File: config.mk
export PLATFORM = sky130hd
export DESIGN_NAME = ulm_line_ctrl
export DESIGN_NICKNAME = d
export VERILOG_FILES = /design/src/shared/ulm_pkg.sv /design/src/rtl/ulm_line_ctrl.sv
export VERILOG_INCLUDE_DIRS = /design/src /design/src/shared
export SDC_FILE = /design/constraint.sdc
export NUM_CORES = 1
export LEC_CHECK = 0
export ABC_AREA = 1
export BUFFER_PORTS_ARGS = -buffer_cell sky130_fd_sc_hd__buf_4
export CAP_MARGIN = 20
export CORE_MARGIN = 3
export CORE_UTILIZATION = 40
export DETAILED_ROUTE_END_ITERATION = 16
export PLACE_DENSITY = 0.57
export SLEW_MARGIN = 30
export SYNTH_ARGS = -nofsm -noshare
export SYNTH_HDL_FRONTEND = slang
export SYNTH_SLANG_ARGS = --single-unit
export TNS_END_PERCENT = 50
File: constraint.sdc
create_clock -name clk_sys -period 5.85 [get_ports clk_sys]
set_input_delay 0.585 -clock clk_sys [delete_from_list [all_inputs] [get_ports clk_sys]]
set_output_delay 0.585 -clock clk_sys [all_outputs]
set_load 0.02 [all_outputs]
File: src/shared/ulm_defines.svh
/*
 * Register offsets, field positions, reset values and bit-timing counts
 * for the line, modem-output and status logic of the serial port.
 * Assumes an 8-bit register port with a 3-bit address.
 */
`ifndef ULM_DEFINES_SVH
`define ULM_DEFINES_SVH
// register offsets
`define ULM_OFF_DATA 3'h0
`define ULM_OFF_IEN 3'h1
`define ULM_OFF_FEAT 3'h2
`define ULM_OFF_LFC 3'h3
`define ULM_OFF_MOC 3'h4
`define ULM_OFF_LTS 3'h5
// reset values and the enhanced-register key
`define ULM_LFC_RST 8'h00
`define ULM_MOC_RST 8'h00
`define ULM_DIV_RST 16'h0001
`define ULM_ENH_KEY 8'hBF
// line_format_control fields
`define ULM_LFC_STB 2
`define ULM_LFC_PEN 3
`define ULM_LFC_EPS 4
`define ULM_LFC_SP 5
`define ULM_LFC_BRK 6
`define ULM_LFC_DLAB 7
// modem_output_control fields
`define ULM_MOC_DTR 0
`define ULM_MOC_RTS 1
`define ULM_MOC_OP1 2
`define ULM_MOC_OP2 3
`define ULM_MOC_LOOP 4
`define ULM_MOC_OSRC 5
`define ULM_MOC_IR 6
`define ULM_MOC_PRE 7
// interrupt_enable_control, enhanced and extra feature fields
`define ULM_IEN_RDA 0
`define ULM_IEN_THRE 1
`define ULM_IEN_LS 2
`define ULM_EFR_ARTS 6
`define ULM_XFR_BAD 3
// bit timing in oversample ticks; the prescaler count is in clocks
`define ULM_OVS 6'h10
`define ULM_STOP15 6'h18
`define ULM_STOP2 6'h20
`define ULM_IR_PW 6'h03
`define ULM_IR_HOLD 5'h10
`define ULM_RX_MID 4'h7
`define ULM_RX_LAST 4'hF
`define ULM_PRE_LAST 2'h3
`endif

File: src/shared/ulm_pkg.sv
/*
 * Types for the serial line block: state enums and the received
 * character carrier. Assumes nothing of its surroundings.
 */
package ulm_pkg;
    // transmitter sequence
    typedef enum logic [2:0] {TX_IDLE, TX_START, TX_DATA, TX_PAR, TX_STOP} ulm_tx_state_t;
    // receiver sequence
    typedef enum logic [2:0] {RX_IDLE, RX_START, RX_DATA, RX_PAR, RX_STOP, RX_BRKW} ulm_rx_state_t;
    // one received character with its own error flags
    typedef struct packed {
        logic [7:0] data;
        logic par_err;
        logic frm_err;
        logic brk;
    } ulm_rx_char_t;
endpackage : ulm_pkg

File: src/rtl/ulm_line_ctrl.sv
/*
 * Serial transceiver core: character format, break, divisor select,
 * modem-control outputs, loopback, infrared routing, prescaler and
 * line status, with single holding registers on both directions.
 * Assumes one 50 MHz clock, synchronous inputs and a register master
 * that never needs a wait state.
 */
// Our own choices: the placing of the registers and the strobed register port.
`timescale 1ns/10ps
`include "ulm_defines.svh"

module ulm_line_ctrl (
    input wire logic clk_sys, // system clock
    input wire logic rst_n, // synchronous reset
    input wire logic [2:0] reg_addr, // register offset
    input wire logic [7:0] reg_wdata, // write data
    input wire logic reg_wr, // write strobe
    input wire logic reg_rd, // read strobe
    output logic [7:0] reg_rdata, // read data, cycle after strobe
    input wire logic serial_in, // serial or infrared receive
    output logic serial_out, // serial or infrared transmit
    input wire logic infrared_select_pin, // infrared strap
    input wire logic pc_bus_mode, // high selects pc bus mode
    output logic dtr_n, // terminal ready
    output logic rts_n, // request to send
    output logic gp_output_one_n, // general output one
    output logic gp_output_two_n, // general output two
    output logic pc_interrupt_request, // gated interrupt, pc mode
    output logic int_out, // interrupt level
    output logic int_oe_n // interrupt pin enable, low drives
);

    ////////////////////////////////////////////////////////////////////
    logic [7:0] lfc_q;
    logic [7:0] moc_q;
    logic [2:0] ien_q;
    logic efr_arts_q;
    logic xfr_bad_q;
    logic [15:0] div_q;
    logic strap_q;
    logic [7:0] thr_q;
    logic thr_empty_q;
    logic [7:0] tsr_q;
    ulm_pkg::ulm_tx_state_t tx_st_q;
    logic [5:0] tx_tck_q;
    logic [2:0] tx_bit_q;
    logic [1:0] pre_q;
    logic [15:0] div_cnt_q;
    logic [4:0] ir_cnt_q;
    ulm_pkg::ulm_rx_state_t rx_st_q;
    logic [3:0] rx_tck_q;
    logic [2:0] rx_bit_q;
    logic [7:0] rx_sh_q;
    logic rx_pe_q;
    logic rx_zero_q;
    ulm_pkg::ulm_rx_char_t hold_q;
    ulm_pkg::ulm_rx_char_t rx_new;
    logic dr_q;
    logic oe_q;
    logic ls_pend_q;
    logic [7:0] rdata_d;
    logic dlab, wr_thr, rd_rhr, rd_lts, pre_tick, tick;
    logic [15:0] div_m1;
    logic [5:0] stop_len, tx_len;
    logic tx_last, tx_bit, tx_line, ir_enc, rx_line, rx_done, rx_err;
    logic [2:0] wl_last;
    logic [7:0] lts;
    logic int_any;

    // parity bit for the active word length and parity mode
    function automatic logic par_calc(input logic [7:0] d, input logic [1:0] wl,
                                      input logic eps, input logic sp);
        logic [7:0] md;
        md = d & (8'hFF >> (2'h3 - wl));
        if (sp) begin
            par_calc = !eps;
        end else begin
            par_calc = eps ? ^md : ~^md;
        end
    endfunction : par_calc

    ////////////////////////////////////////////////////////////////////
    // divisor access select
    assign dlab = lfc_q[`ULM_LFC_DLAB] && (lfc_q != `ULM_ENH_KEY);
    assign wr_thr = reg_wr && (reg_addr == `ULM_OFF_DATA) && !dlab;
    assign rd_rhr = reg_rd && (reg_addr == `ULM_OFF_DATA) && !dlab;
    assign rd_lts = reg_rd && (reg_addr == `ULM_OFF_LTS);

    // software-written configuration; the strap loads once after reset
    always_ff @(posedge clk_sys) begin
        if (!rst_n) begin
            lfc_q <= `ULM_LFC_RST;
            moc_q <= `ULM_MOC_RST;
            ien_q <= 3'h0;
            efr_arts_q <= 1'b0;
            xfr_bad_q <= 1'b0;
            div_q <= `ULM_DIV_RST;
            strap_q <= 1'b0;
        end else begin
            if (!strap_q) begin
                strap_q <= 1'b1;
                moc_q[`ULM_MOC_IR] <= infrared_select_pin;
            end
            if (reg_wr) begin
                case (reg_addr)
                    `ULM_OFF_DATA: if (dlab) div_q[7:0] <= reg_wdata;
                    `ULM_OFF_IEN: begin
                        if (dlab) begin
                            div_q[15:8] <= reg_wdata;
                        end else begin
                            ien_q <= reg_wdata[2:0];
                        end
                    end
                    `ULM_OFF_FEAT: begin
                        if (lfc_q == `ULM_ENH_KEY) begin
                            efr_arts_q <= reg_wdata[`ULM_EFR_ARTS];
                        end else begin
                            xfr_bad_q <= reg_wdata[`ULM_XFR_BAD];
                        end
                    end
                    `ULM_OFF_LFC: lfc_q <= reg_wdata;
                    `ULM_OFF_MOC: moc_q <= reg_wdata;
                    default: ;
                endcase
            end
        end
    end

    ////////////////////////////////////////////////////////////////////
    // divide by four
    assign pre_tick = !moc_q[`ULM_MOC_PRE] || (pre_q == `ULM_PRE_LAST);
    // a zero divisor runs as one rather than stalling the line
    assign div_m1 = (div_q == 16'h0000) ? 16'h0000 : div_q - 16'h0001;
    assign tick = pre_tick && (div_cnt_q >= div_m1);

    // prescaler and divisor counter giving the oversample tick
    always_ff @(posedge clk_sys) begin
        if (!rst_n) begin
            pre_q <= 2'h0;
            div_cnt_q <= 16'h0000;
        end else begin
            pre_q <= pre_q + 2'h1;
            if (tick) begin
                div_cnt_q <= 16'h0000;
            end else if (pre_tick) begin
                div_cnt_q <= div_cnt_q + 16'h0001;
            end
        end
    end

    ////////////////////////////////////////////////////////////////////
    // last data bit index
    assign wl_last = 3'h4 + {1'b0, lfc_q[1:0]};
    assign stop_len = !lfc_q[`ULM_LFC_STB] ? `ULM_OVS :
                      (lfc_q[1:0] == 2'h0) ? `ULM_STOP15 : `ULM_STOP2;
    assign tx_len = (tx_st_q == ulm_pkg::TX_STOP) ? stop_len : `ULM_OVS;
    assign tx_last = tick && (tx_tck_q == tx_len - 6'h01);

    // current transmit bit from the sequence state
    always_comb begin
        unique case (tx_st_q)
            ulm_pkg::TX_IDLE: tx_bit = 1'b1;
            ulm_pkg::TX_START: tx_bit = 1'b0;
            ulm_pkg::TX_DATA: tx_bit = tsr_q[tx_bit_q];
            ulm_pkg::TX_PAR: tx_bit = par_calc(tsr_q, lfc_q[1:0], lfc_q[`ULM_LFC_EPS],
                                               lfc_q[`ULM_LFC_SP]);
            ulm_pkg::TX_STOP: tx_bit = 1'b1;
            default: tx_bit = 1'b1;
        endcase
    end

    assign tx_line = tx_bit && !lfc_q[`ULM_LFC_BRK];
    assign ir_enc = !tx_line && (tx_tck_q < `ULM_IR_PW);

    // holding register, written by the host, drained by the shifter
    always_ff @(posedge clk_sys) begin
        if (!rst_n) begin
            thr_q <= 8'h00;
            thr_empty_q <= 1'b1;
        end else begin
            // empty on transfer, full on write
            if (wr_thr) begin
                thr_q <= reg_wdata;
                thr_empty_q <= 1'b0;
            end else if (tx_st_q == ulm_pkg::TX_IDLE && !thr_empty_q) begin
                thr_empty_q <= 1'b1;
            end
        end
    end

    // transmit shifter sequence
    always_ff @(posedge clk_sys) begin
        if (!rst_n) begin
            tx_st_q <= ulm_pkg::TX_IDLE;
            tsr_q <= 8'h00;
            tx_tck_q <= 6'h00;
            tx_bit_q <= 3'h0;
        end else if (tx_st_q == ulm_pkg::TX_IDLE) begin
            tx_tck_q <= 6'h00;
            tx_bit_q <= 3'h0;
            if (!thr_empty_q) begin
                tsr_q <= thr_q;
                tx_st_q <= ulm_pkg::TX_START;
            end
        end else if (tick) begin
            tx_tck_q <= tx_last ? 6'h00 : tx_tck_q + 6'h01;
            if (tx_last) begin
                unique case (tx_st_q)
                    ulm_pkg::TX_START: tx_st_q <= ulm_pkg::TX_DATA;
                    ulm_pkg::TX_DATA: begin
                        tx_bit_q <= tx_bit_q + 3'h1;
                        if (tx_bit_q == wl_last) begin
                            tx_st_q <= lfc_q[`ULM_LFC_PEN] ? ulm_pkg::TX_PAR
                                                           : ulm_pkg::TX_STOP;
                        end
                    end
                    ulm_pkg::TX_PAR: tx_st_q <= ulm_pkg::TX_STOP;
                    ulm_pkg::TX_STOP: tx_st_q <= ulm_pkg::TX_IDLE;
                    default: tx_st_q <= ulm_pkg::TX_IDLE;
                endcase
            end
        end
    end

    ////////////////////////////////////////////////////////////////////
    // loopback feeds the receiver
    assign rx_line = moc_q[`ULM_MOC_LOOP] ? tx_line :
                     moc_q[`ULM_MOC_IR] ? (ir_cnt_q == 5'h00) : serial_in;

    // infrared decoder stretches each pulse into a zero bit
    always_ff @(posedge clk_sys) begin
        if (!rst_n) begin
            ir_cnt_q <= 5'h00;
        end else if (serial_in) begin
            ir_cnt_q <= `ULM_IR_HOLD;
        end else if (tick && ir_cnt_q != 5'h00) begin
            ir_cnt_q <= ir_cnt_q - 5'h01;
        end
    end

    assign rx_done = (rx_st_q == ulm_pkg::RX_STOP) && tick && (rx_tck_q == `ULM_RX_LAST);
    // stop bit check; one driver for the whole carrier
    assign rx_new = '{data: rx_sh_q, par_err: rx_pe_q, frm_err: !rx_line,
                      brk: rx_zero_q && !rx_line};
    assign rx_err = rx_new.frm_err || rx_new.brk || rx_new.par_err;

    // receive sequence, sampling each bit at its middle
    always_ff @(posedge clk_sys) begin
        if (!rst_n) begin
            rx_st_q <= ulm_pkg::RX_IDLE;
            rx_tck_q <= 4'h0;
            rx_bit_q <= 3'h0;
            rx_sh_q <= 8'h00;
            rx_pe_q <= 1'b0;
            rx_zero_q <= 1'b1;
        end else begin
            if (tick) begin
                rx_tck_q <= rx_tck_q + 4'h1;
            end
            unique case (rx_st_q)
                ulm_pkg::RX_IDLE: begin
                    rx_tck_q <= 4'h0;
                    rx_bit_q <= 3'h0;
                    rx_sh_q <= 8'h00;
                    rx_pe_q <= 1'b0;
                    rx_zero_q <= 1'b1;
                    if (!rx_line) rx_st_q <= ulm_pkg::RX_START;
                end
                ulm_pkg::RX_START: begin
                    // a start bit gone by mid-bit is a glitch
                    if (tick && rx_tck_q == `ULM_RX_MID) begin
                        rx_tck_q <= 4'h0;
                        rx_st_q <= rx_line ? ulm_pkg::RX_IDLE : ulm_pkg::RX_DATA;
                    end
                end
                ulm_pkg::RX_DATA: begin
                    if (tick && rx_tck_q == `ULM_RX_LAST) begin
                        rx_sh_q[rx_bit_q] <= rx_line;
                        rx_zero_q <= rx_zero_q && !rx_line;
                        rx_bit_q <= rx_bit_q + 3'h1;
                        if (rx_bit_q == wl_last) begin
                            rx_st_q <= lfc_q[`ULM_LFC_PEN] ? ulm_pkg::RX_PAR
                                                           : ulm_pkg::RX_STOP;
                        end
                    end
                end
                ulm_pkg::RX_PAR: begin
                    if (tick && rx_tck_q == `ULM_RX_LAST) begin
                        rx_pe_q <= rx_line != par_calc(rx_sh_q, lfc_q[1:0],
                                               lfc_q[`ULM_LFC_EPS], lfc_q[`ULM_LFC_SP]);
                        rx_zero_q <= rx_zero_q && !rx_line;
                        rx_st_q <= ulm_pkg::RX_STOP;
                    end
                end
                ulm_pkg::RX_STOP: begin
                    if (rx_done) begin
                        rx_st_q <= rx_new.brk ? ulm_pkg::RX_BRKW : ulm_pkg::RX_IDLE;
                    end
                end
                ulm_pkg::RX_BRKW: if (rx_line) rx_st_q <= ulm_pkg::RX_IDLE;
                default: rx_st_q <= ulm_pkg::RX_IDLE;
            endcase
        end
    end

    ////////////////////////////////////////////////////////////////////
    // holding register with per-character flags; new data wins a clear
    always_ff @(posedge clk_sys) begin
        if (!rst_n) begin
            hold_q <= '0;
            dr_q <= 1'b0;
        end else if (rx_done && (!dr_q || rd_rhr)) begin
            hold_q <= rx_new;
            dr_q <= 1'b1;
        end else begin
            if (rd_rhr) dr_q <= 1'b0;
            if (rd_lts) begin
                hold_q.par_err <= 1'b0;
                hold_q.frm_err <= 1'b0;
                hold_q.brk <= 1'b0;
            end
        end
    end

    // overrun and line-status interrupt; a set beats the read clear
    always_ff @(posedge clk_sys) begin
        if (!rst_n) begin
            oe_q <= 1'b0;
            ls_pend_q <= 1'b0;
        end else begin
            if (rx_done && dr_q && !rd_rhr) begin
                oe_q <= 1'b1;
            end else if (rd_lts) begin
                oe_q <= 1'b0;
            end
            if (ien_q[`ULM_IEN_LS] && rx_done && ((dr_q && !rd_rhr) ||
                (rx_err && (xfr_bad_q || !dr_q || rd_rhr)))) begin
                ls_pend_q <= 1'b1;
            end else if (rd_lts) begin
                ls_pend_q <= 1'b0;
            end
        end
    end

    ////////////////////////////////////////////////////////////////////
    // empty only when idle
    assign lts = {hold_q.par_err || hold_q.frm_err || hold_q.brk,
                  thr_empty_q && (tx_st_q == ulm_pkg::TX_IDLE), thr_empty_q,
                  hold_q.brk, hold_q.frm_err, hold_q.par_err, oe_q, dr_q};
    assign int_any = ls_pend_q || (ien_q[`ULM_IEN_RDA] && dr_q) ||
                     (ien_q[`ULM_IEN_THRE] && thr_empty_q);

    // read multiplexer; unmapped offsets read zero
    always_comb begin
        rdata_d = 8'h00;
        case (reg_addr)
            `ULM_OFF_DATA: rdata_d = dlab ? div_q[7:0] : hold_q.data;
            `ULM_OFF_IEN: rdata_d = dlab ? div_q[15:8] : {5'h00, ien_q};
            `ULM_OFF_LFC: rdata_d = lfc_q;
            `ULM_OFF_MOC: rdata_d = moc_q;
            `ULM_OFF_LTS: rdata_d = lts;
            default: rdata_d = 8'h00;
        endcase
    end

    // all pins leave from flops so the board sees no decode glitches
    always_ff @(posedge clk_sys) begin
        if (!rst_n) begin
            reg_rdata <= 8'h00;
            serial_out <= 1'b1;
            dtr_n <= 1'b1;
            rts_n <= 1'b1;
            gp_output_one_n <= 1'b1;
            gp_output_two_n <= 1'b1;
            pc_interrupt_request <= 1'b0;
            int_out <= 1'b0;
            int_oe_n <= 1'b0;
        end else begin
            reg_rdata <= reg_rd ? rdata_d : 8'h00;
            serial_out <= moc_q[`ULM_MOC_LOOP] ? !moc_q[`ULM_MOC_IR] :
                          moc_q[`ULM_MOC_IR] ? ir_enc : tx_line;
            dtr_n <= !moc_q[`ULM_MOC_DTR];
            gp_output_one_n <= !moc_q[`ULM_MOC_OP1];
            rts_n <= efr_arts_q ? dr_q : !moc_q[`ULM_MOC_RTS];
            gp_output_two_n <= pc_bus_mode || !moc_q[`ULM_MOC_OP2];
            pc_interrupt_request <= pc_bus_mode && moc_q[`ULM_MOC_OP2] && int_any;
            int_out <= int_any;
            int_oe_n <= moc_q[`ULM_MOC_OSRC] && !int_any;
        end
    end

    ////////////////////////////////////////////////////////////////////
    a_break_line_low:
    assert property (@(posedge clk_sys) disable iff (!rst_n)
        lfc_q[`ULM_LFC_BRK] && !moc_q[`ULM_MOC_LOOP] && !moc_q[`ULM_MOC_IR]
        |=> !serial_out) else $error("break did not hold line low");
    a_loop_line_idle:
    assert property (@(posedge clk_sys) disable iff (!rst_n)
        moc_q[`ULM_MOC_LOOP] && !moc_q[`ULM_MOC_IR] |=> serial_out)
        else $error("line not idle in loopback");
    a_ir_idle_low:
    assert property (@(posedge clk_sys) disable iff (!rst_n)
        moc_q[`ULM_MOC_IR] && !moc_q[`ULM_MOC_LOOP] && tx_st_q == ulm_pkg::TX_IDLE
        && !lfc_q[`ULM_LFC_BRK] |=> !serial_out) else $error("infrared idle not low");
    a_dlab_write_div:
    assert property (@(posedge clk_sys) disable iff (!rst_n)
        reg_wr && reg_addr == `ULM_OFF_DATA && dlab
        |=> div_q[7:0] == $past(reg_wdata) && thr_q == $past(thr_q))
        else $error("divisor write misrouted");
    a_thre_on_write:
    assert property (@(posedge clk_sys) disable iff (!rst_n)
        wr_thr && thr_empty_q && tx_st_q == ulm_pkg::TX_IDLE
        |=> !thr_empty_q ##1 (tx_st_q != ulm_pkg::TX_IDLE))
        else $error("holding write not taken");
    a_ready_on_char:
    assert property (@(posedge clk_sys) disable iff (!rst_n)
        rx_done && !dr_q |=> dr_q && hold_q.data == $past(rx_sh_q))
        else $error("received char not held");
    a_overrun_keeps:
    assert property (@(posedge clk_sys) disable iff (!rst_n)
        rx_done && dr_q && !rd_rhr |=> oe_q && hold_q.data == $past(hold_q.data))
        else $error("overrun handling wrong");
    a_break_read_clr:
    assert property (@(posedge clk_sys) disable iff (!rst_n)
        rd_lts && !rx_done |=> !hold_q.brk && !oe_q)
        else $error("status read did not clear flags");
    a_prescale_gap:
    assert property (@(posedge clk_sys) disable iff (!rst_n)
        moc_q[`ULM_MOC_PRE] && $past(moc_q[`ULM_MOC_PRE]) && pre_tick
        |=> (!pre_tick || !moc_q[`ULM_MOC_PRE]) [*3])
        else $error("prescaler not dividing by four");
    a_dtr_low_active:
    assert property (@(posedge clk_sys) disable iff (!rst_n)
        $rose(moc_q[`ULM_MOC_DTR]) |=> !dtr_n) else $error("terminal ready not low");
    a_temt_idle:
    assert property (@(posedge clk_sys) disable iff (!rst_n)
        wr_thr |=> (!lts[6]) [*2]) else $error("transmitter empty while loaded");

endmodule : ulm_line_ctrl

# [Word-level counts from Yosys, hierarchy flattened]
# Cells that the tools add are included.
[totals] regBits=140
[classes] addsub=11 order_cmp=5 n_eq_ne=33 n_shift=1 muxes=69 n_bitwise=6 n_reduce_logical=99
[op_table] operator="3-bit two-way mux" n=17
[op_table] operator="8-bit case mux with 5 select lines" n=1
[op_table] operator="1-bit logical AND" n=31
[op_table] operator="1-bit two-way mux" n=25
[op_table] operator="6-bit two-way mux" n=4
[op_table] operator="8-bit two-way mux" n=3
[op_table] operator="2-bit nonzero test" n=11
[op_table] operator="3-bit by 2-bit == test with 1-bit output (second input constant)" n=6
[op_table] operator="3-bit case mux with 6 select lines" n=1
[op_table] operator="3-bit AND reduction" n=6
[op_table] operator="16-bit by 1-bit adder with 16-bit output (second input constant)" n=1
[op_table] operator="8-bit AND" n=2
[op_table] operator="16-bit greater-or-equal comparator" n=1
[op_table] operator="16-bit logical NOT" n=1
[op_table] operator="16-bit two-way mux" n=1
[op_table] operator="2-bit != test (second input constant)" n=8
[op_table] operator="8-bit case mux with 2 select lines" n=1
[op_table] operator="8-bit XNOR reduction" n=2
[op_table] operator="8-bit parity" n=2
[op_table] operator="16-bit by 1-bit subtractor with 16-bit output (second input constant)" n=1
[op_table] operator="3-bit == test (second input constant)" n=5
[op_table] operator="1-bit logical NOT" n=15
[op_table] operator="7-bit two-way mux" n=2
[op_table] operator="2-bit AND reduction" n=7
[op_table] operator="other kinds (43)" n=70

# [Logic depth before layout (Yosys ltp)]
[depth] word_depth=17 depth_mapped=28 depth_no_buf=28

# [Least setup slack after synthesis]
# No wires, ideal clock.
[synth_path] kind="register -> register" from="register div_q[2]" to="register hold_q[5] (netlist bit)" setup_time_ns=0.116 arrival_ns=3.111 t_required_ns=5.734 setup_slack_ns=2.623 path_stages_with_launch=29 n_path_buf=1 path_cell_list="dfxtp_1 > nor2_1 > nand2_1 > nor3_1 > nand3_1 > inv_1 > nand2_1 > inv_1 > nand2_1 > nor3_1 > xor2_1 > nand2_1 > ha_1 > nand2_1 > inv_1 > nand3_1 > nor3_2 > nand3_1 > nand3_2 > nand2_4 > inv_4 > nand2_1 > clkinv_1 > nand2_2 > nor2_4 > inv_2 > buf_6 > o21ai_1 > a21oi_1"
[synth_between] elab_chain_len=7 word_cells_on_any_way=8
[synth_lines] element="start, declared" line_no="ulm_line_ctrl.sv:39" source="logic [15:0] div_q;"
[synth_lines] element="start signal, assigned" line_no="ulm_line_ctrl.sv:97" source="div_q <= `ULM_DIV_RST;"
[synth_lines] element="start signal, assigned" line_no="ulm_line_ctrl.sv:106" source="`ULM_OFF_DATA: if (dlab) div_q[7:0] <= reg_wdata;"
[synth_lines] element="16-bit by 1-bit subtractor with 16-bit output or 16-bit logical NOT (tied branches)" line_no="ulm_line_ctrl.sv:133" source="assign div_m1 = (div_q == 16'h0000) ? 16'h0000 : div_q - 16'h0001;"
[synth_lines] element="16-bit two-way mux *" line_no="ulm_line_ctrl.sv:133"
[synth_lines] element="16-bit greater-or-equal comparator *" line_no="ulm_line_ctrl.sv:134" source="assign tick = pre_tick && (div_cnt_q >= div_m1);"
[synth_lines] element="1-bit logical AND *" line_no="ulm_line_ctrl.sv:134"
[synth_lines] element="1-bit logical AND * (2 in series)" line_no="ulm_line_ctrl.sv:241" source="assign rx_done = (rx_st_q == ulm_pkg::RX_STOP) && tick && (rx_tck_q == `ULM_RX_LAST);"
[synth_lines] element="1-bit logical AND *" line_no="ulm_line_ctrl.sv:312" source="end else if (rx_done && (!dr_q || rd_rhr)) begin"
[synth_lines] element="end signal, assigned" line_no="ulm_line_ctrl.sv:313" source="hold_q <= rx_new;"
[synth_lines] element="end, declared" line_no="ulm_line_ctrl.sv:56" source="ulm_pkg::ulm_rx_char_t hold_q;"
# Mark *: on every way between the ends. The rest lies on a longest branch, timed or not.
# A chain may end at the register's enable or synchronous reset.

# [Worst setup path after layout]
[layout_path] from="register div_q[2]" to="register rx_sh_q[5]"
[layout_between] elab_chain_len=7 word_cells_on_any_way=8
[layout_lines] element="16-bit by 1-bit subtractor with 16-bit output or 16-bit logical NOT (tied branches)" line_no="ulm_line_ctrl.sv:133"
[layout_lines] element="16-bit two-way mux *" line_no="ulm_line_ctrl.sv:133"
[layout_lines] element="16-bit greater-or-equal comparator *" line_no="ulm_line_ctrl.sv:134"
[layout_lines] element="1-bit logical AND *" line_no="ulm_line_ctrl.sv:134"
[layout_lines] element="1-bit logical AND (no source line) *"
[layout_lines] element="2-bit != test (no source line) *"
[layout_lines] element="2-bit AND reduction (no source line) *"
[layout_lines] element="end signal, assigned by index" line_no="ulm_line_ctrl.sv:278" source="rx_sh_q[rx_bit_q] <= rx_line;"
[layout_lines] element="end, declared" line_no="ulm_line_ctrl.sv:53" source="logic [7:0] rx_sh_q;"
# Marked as above.

==> results.ini <==
[worst_setup_path]
slowest_delay_ps = 470
r2r_start = div_q[2]
r2r_slack_ps = 1770
path_delay_family = simple AND/OR/NAND/NOR gates
path_class = register to register
worst_setup_path_start_kind = register
path_buf_inv = 5
critPathMaxFanout = 21
r2r_cells = 27
cp_slowest_cell = nand2_1
required_ps = 6140
r2r_end = rx_sh_q[5]
setup.worst_path.end_class = register
cpMostUsedCell = nand2_1
critPathArrivalTime_ps = 4380

[power_and_ir_drop]
vdd_drop_max_v = 0.000214
power.density_mw_per_mm2 = 304
p_clk_share_pct = 41.9
p_int_mw = 1.71
power.leakage_nw = 3.31
swShare_pct = 31.3
comb_power_share_pct = 16.4
switching_power_mw = 0.781
seqPwrFrac_pct = 41.6

[cts]
post_cts_resized = 0
h-tree-depth = 4
cts-root-buf = clkbuf_16
clock_sinks = 139
cts_tree = built
clkTransAtPathRegs_ps = 60
postCtsSetupRepairBufs = 0
cts_buffers = 17
insertion_delay_ps = 430
ctsHoldBuffers = 0
clk_path_buf_depth = 2

[outcome]
status = completed

[sta]
slew_violations = 0
setup_viol = 0
hold_viol = 0
fmax_mhz = 245
whs_ps = 352
slew_headroom_pct = 33.7
worstMarginPinSlew_ps = 990
setup-tns-final_ps = 0
skew_ps = 9.19
period_share_pct = 69.8
fin_ws_ps = 1770
layout_min_cycle_time_ps = 4080
grt_setup_unrepaired = no

[logic_synthesis]
synth_top_cell_area_share_pct = 38.4
ys_ff_latch = 139
yosysSeqAreaShare_pct = 38.4
syn-num-nets = 1061
syn_avg_cell_area_um2 = 7.13
syn_inst = 1017
ys_warn_count = 0
synth_cell_types = 46
synth_area_leaders = dfxtp_1 (38%), nand2_1 (7.7%), a21oi_1 (7.4%)
synth_area_mm2 = 0.00725
synth_area_leader_cell = dfxtp_1

[global_route]
grt_first_pass_wirelength_um = 32200
grt_overflow = 0
antenna_found_initial = 0
grt_usage_pct = 20.4
grt_start_max_net_pins = 42
grt_pass1_vias = 6208

[detailed_routing]
firstDrtPassIters = 5
drc = 0
drtIter0Drc = 509
drtAntennaViolNets = 0
wire_per_inst_um = 15.5
num_vias = 6642
viasPerCell = 5.19
routed_wl_um = 19900

[floorplanning]
die_h_um = 141
ios = 34
initial_core_util_pct = 41.4
dieArea_mm2 = 0.0198
fp.dieW_um = 141
core_area_mm2 = 0.0175
row_count = 48

[worst_hold_path]
worst_hold_path.endpoint = gp_output_two_n
hold_path_depth = 3
hold_path_startpoint = pc_bus_mode
hp-class = primary input to register

[finish]
final_common_cell = nand2_1
area_delta_synth_final_pct = 13.2
drive_above_1_share_pct = 10.1
fin_cells = 1279
n_antenna_cell = 0
nets = 1085
final_cell_mix = nand2_1 (149), dfxtp_1 (139), inv_1 (131)

[placement]
place.port_buffers = 33
dp.cells = 1247
gp_congestion = 0.933
dp_hpwl_um = 14700
post-place-ws_ps = 1950

[job]
max_cap_violations = 0

[layer usage]
layer	share of wire, %	GRT usage, %	vias up
li1	-	-	3435
met1	48	27.7	3049
met2	46	33.2	138
met3	4.6	4.68	20
met4	1.2	4.74	0
met5	0	0	-
[how the worst max path moves through the flow]
stage,start,endpoint,slack [ps],cells after the start
3_5_place_dp,div_q[2],rx_sh_q[5],1950,27
5_1_grt,div_q[0],rx_sh_q[3],1320,27
6_report,div_q[2],rx_sh_q[5],1770,27
3_3_place_gp,div_q[2],rx_sh_q[7],2010,27
4_1_cts,div_q[2],rx_sh_q[4],1800,27
2_1_floorplan,div_q[2],hold_q[5],2620,28
[power by group through the flow]
stage / combinational (mW) / sequential, mW / clock (mW)
final: 0.410 / 1.04 / 1.05
after global routing: 0.465 / 1.05 / 1.11
after CTS: 0.412 / 1.04 / 1.06
after detailed placement: 0.409 / 1.06 / 0
after global placement: 0.408 / 1.06 / 0
after floorplan: 0.315 / 1.05 / 0
[layout make-up]
class / instances / area, um2
tap: 225 / 282
timing repair buffer: 35 / 263
multi-input combinational: 709 / 3790
fill: 1836 / 9330
sequential: 139 / 2780
clock inverter: 15 / 143
inverter: 139 / 527
clock buffer: 17 / 425
[kinds of logic after synthesis]
logic type	after synthesis	synth area share, %
adders and majority gates	26	4.49
DFF	139	38.4
and+or+nand+nor	399	25.1
muxes	1	0.155
AOI/OAI and AO/OA	250	18.5
xor gates and xnor gates	33	3.99
buffers and inverters	169	9.40
[synthesized netlist by cell type (all sizes together)]
cell    number
a22oi        1
o211ai      13
nor2       120
nor4         5
xnor2       11
nor3b        4
a31oi        6
clkinv       1
o41ai        1
or2          5
o22ai        7
o21a         1
nand3       61
xor2        22
ha          26
a221oi       3
and3         1
buf         13
dfxtp      139
a211oi       2
a31o         3
mux2         1
nand2      159
a21oi      108
nand4       18
nor3        26
clkbuf      17
inv        138
o21ai      105
[flip-flops by register name, indices dropped and copies added, names as in the netlist, 5 cells and up]
signal,flops
lfc_q,8
moc_q,8
ir_cnt_q,5
div_q,16
tsr_q,8
reg_rdata,8
tx_tck_q,6
div_cnt_q,16
hold_q,11
thr_q,8
rx_sh_q,8
[metrics by stage]
stage / cell area [um2] / utilization (%) / power, mW
4_1_cts: 8210 / 46.8 / 2.51
6_report: 8210 / 46.8 / 2.50
3_3_place_gp: 7640 / 43.6 / 1.47
3_5_place_dp: 7640 / 43.6 / 1.47
5_1_grt: 8210 / 46.8 / 2.62
2_1_floorplan: 7250 / - / 1.36
[worst register-to-register path: stages, from the launching register on]
cell and delay (ps):
dfxtp_1 350, nor2_1 100, nand2_1 80, nor3_1 270, nand3_1 140, inv_1 100, nand2_1 80, inv_1 100
nand2_1 80, nor3_1 200, xor2_1 190, nand2_1 80, ha_1 310, nand2_1 80, inv_1 60, nand3_1 100
nor3_2 140, nand3_1 100, nand3_2 100, nand2_4 110, inv_4 150, nand2_1 90, clkinv_1 90, nand2_1 50
nand2_1 470, o21ai_0 190, nand2_1 90, a21oi_1 60
(Power assumes the default switching activity.)
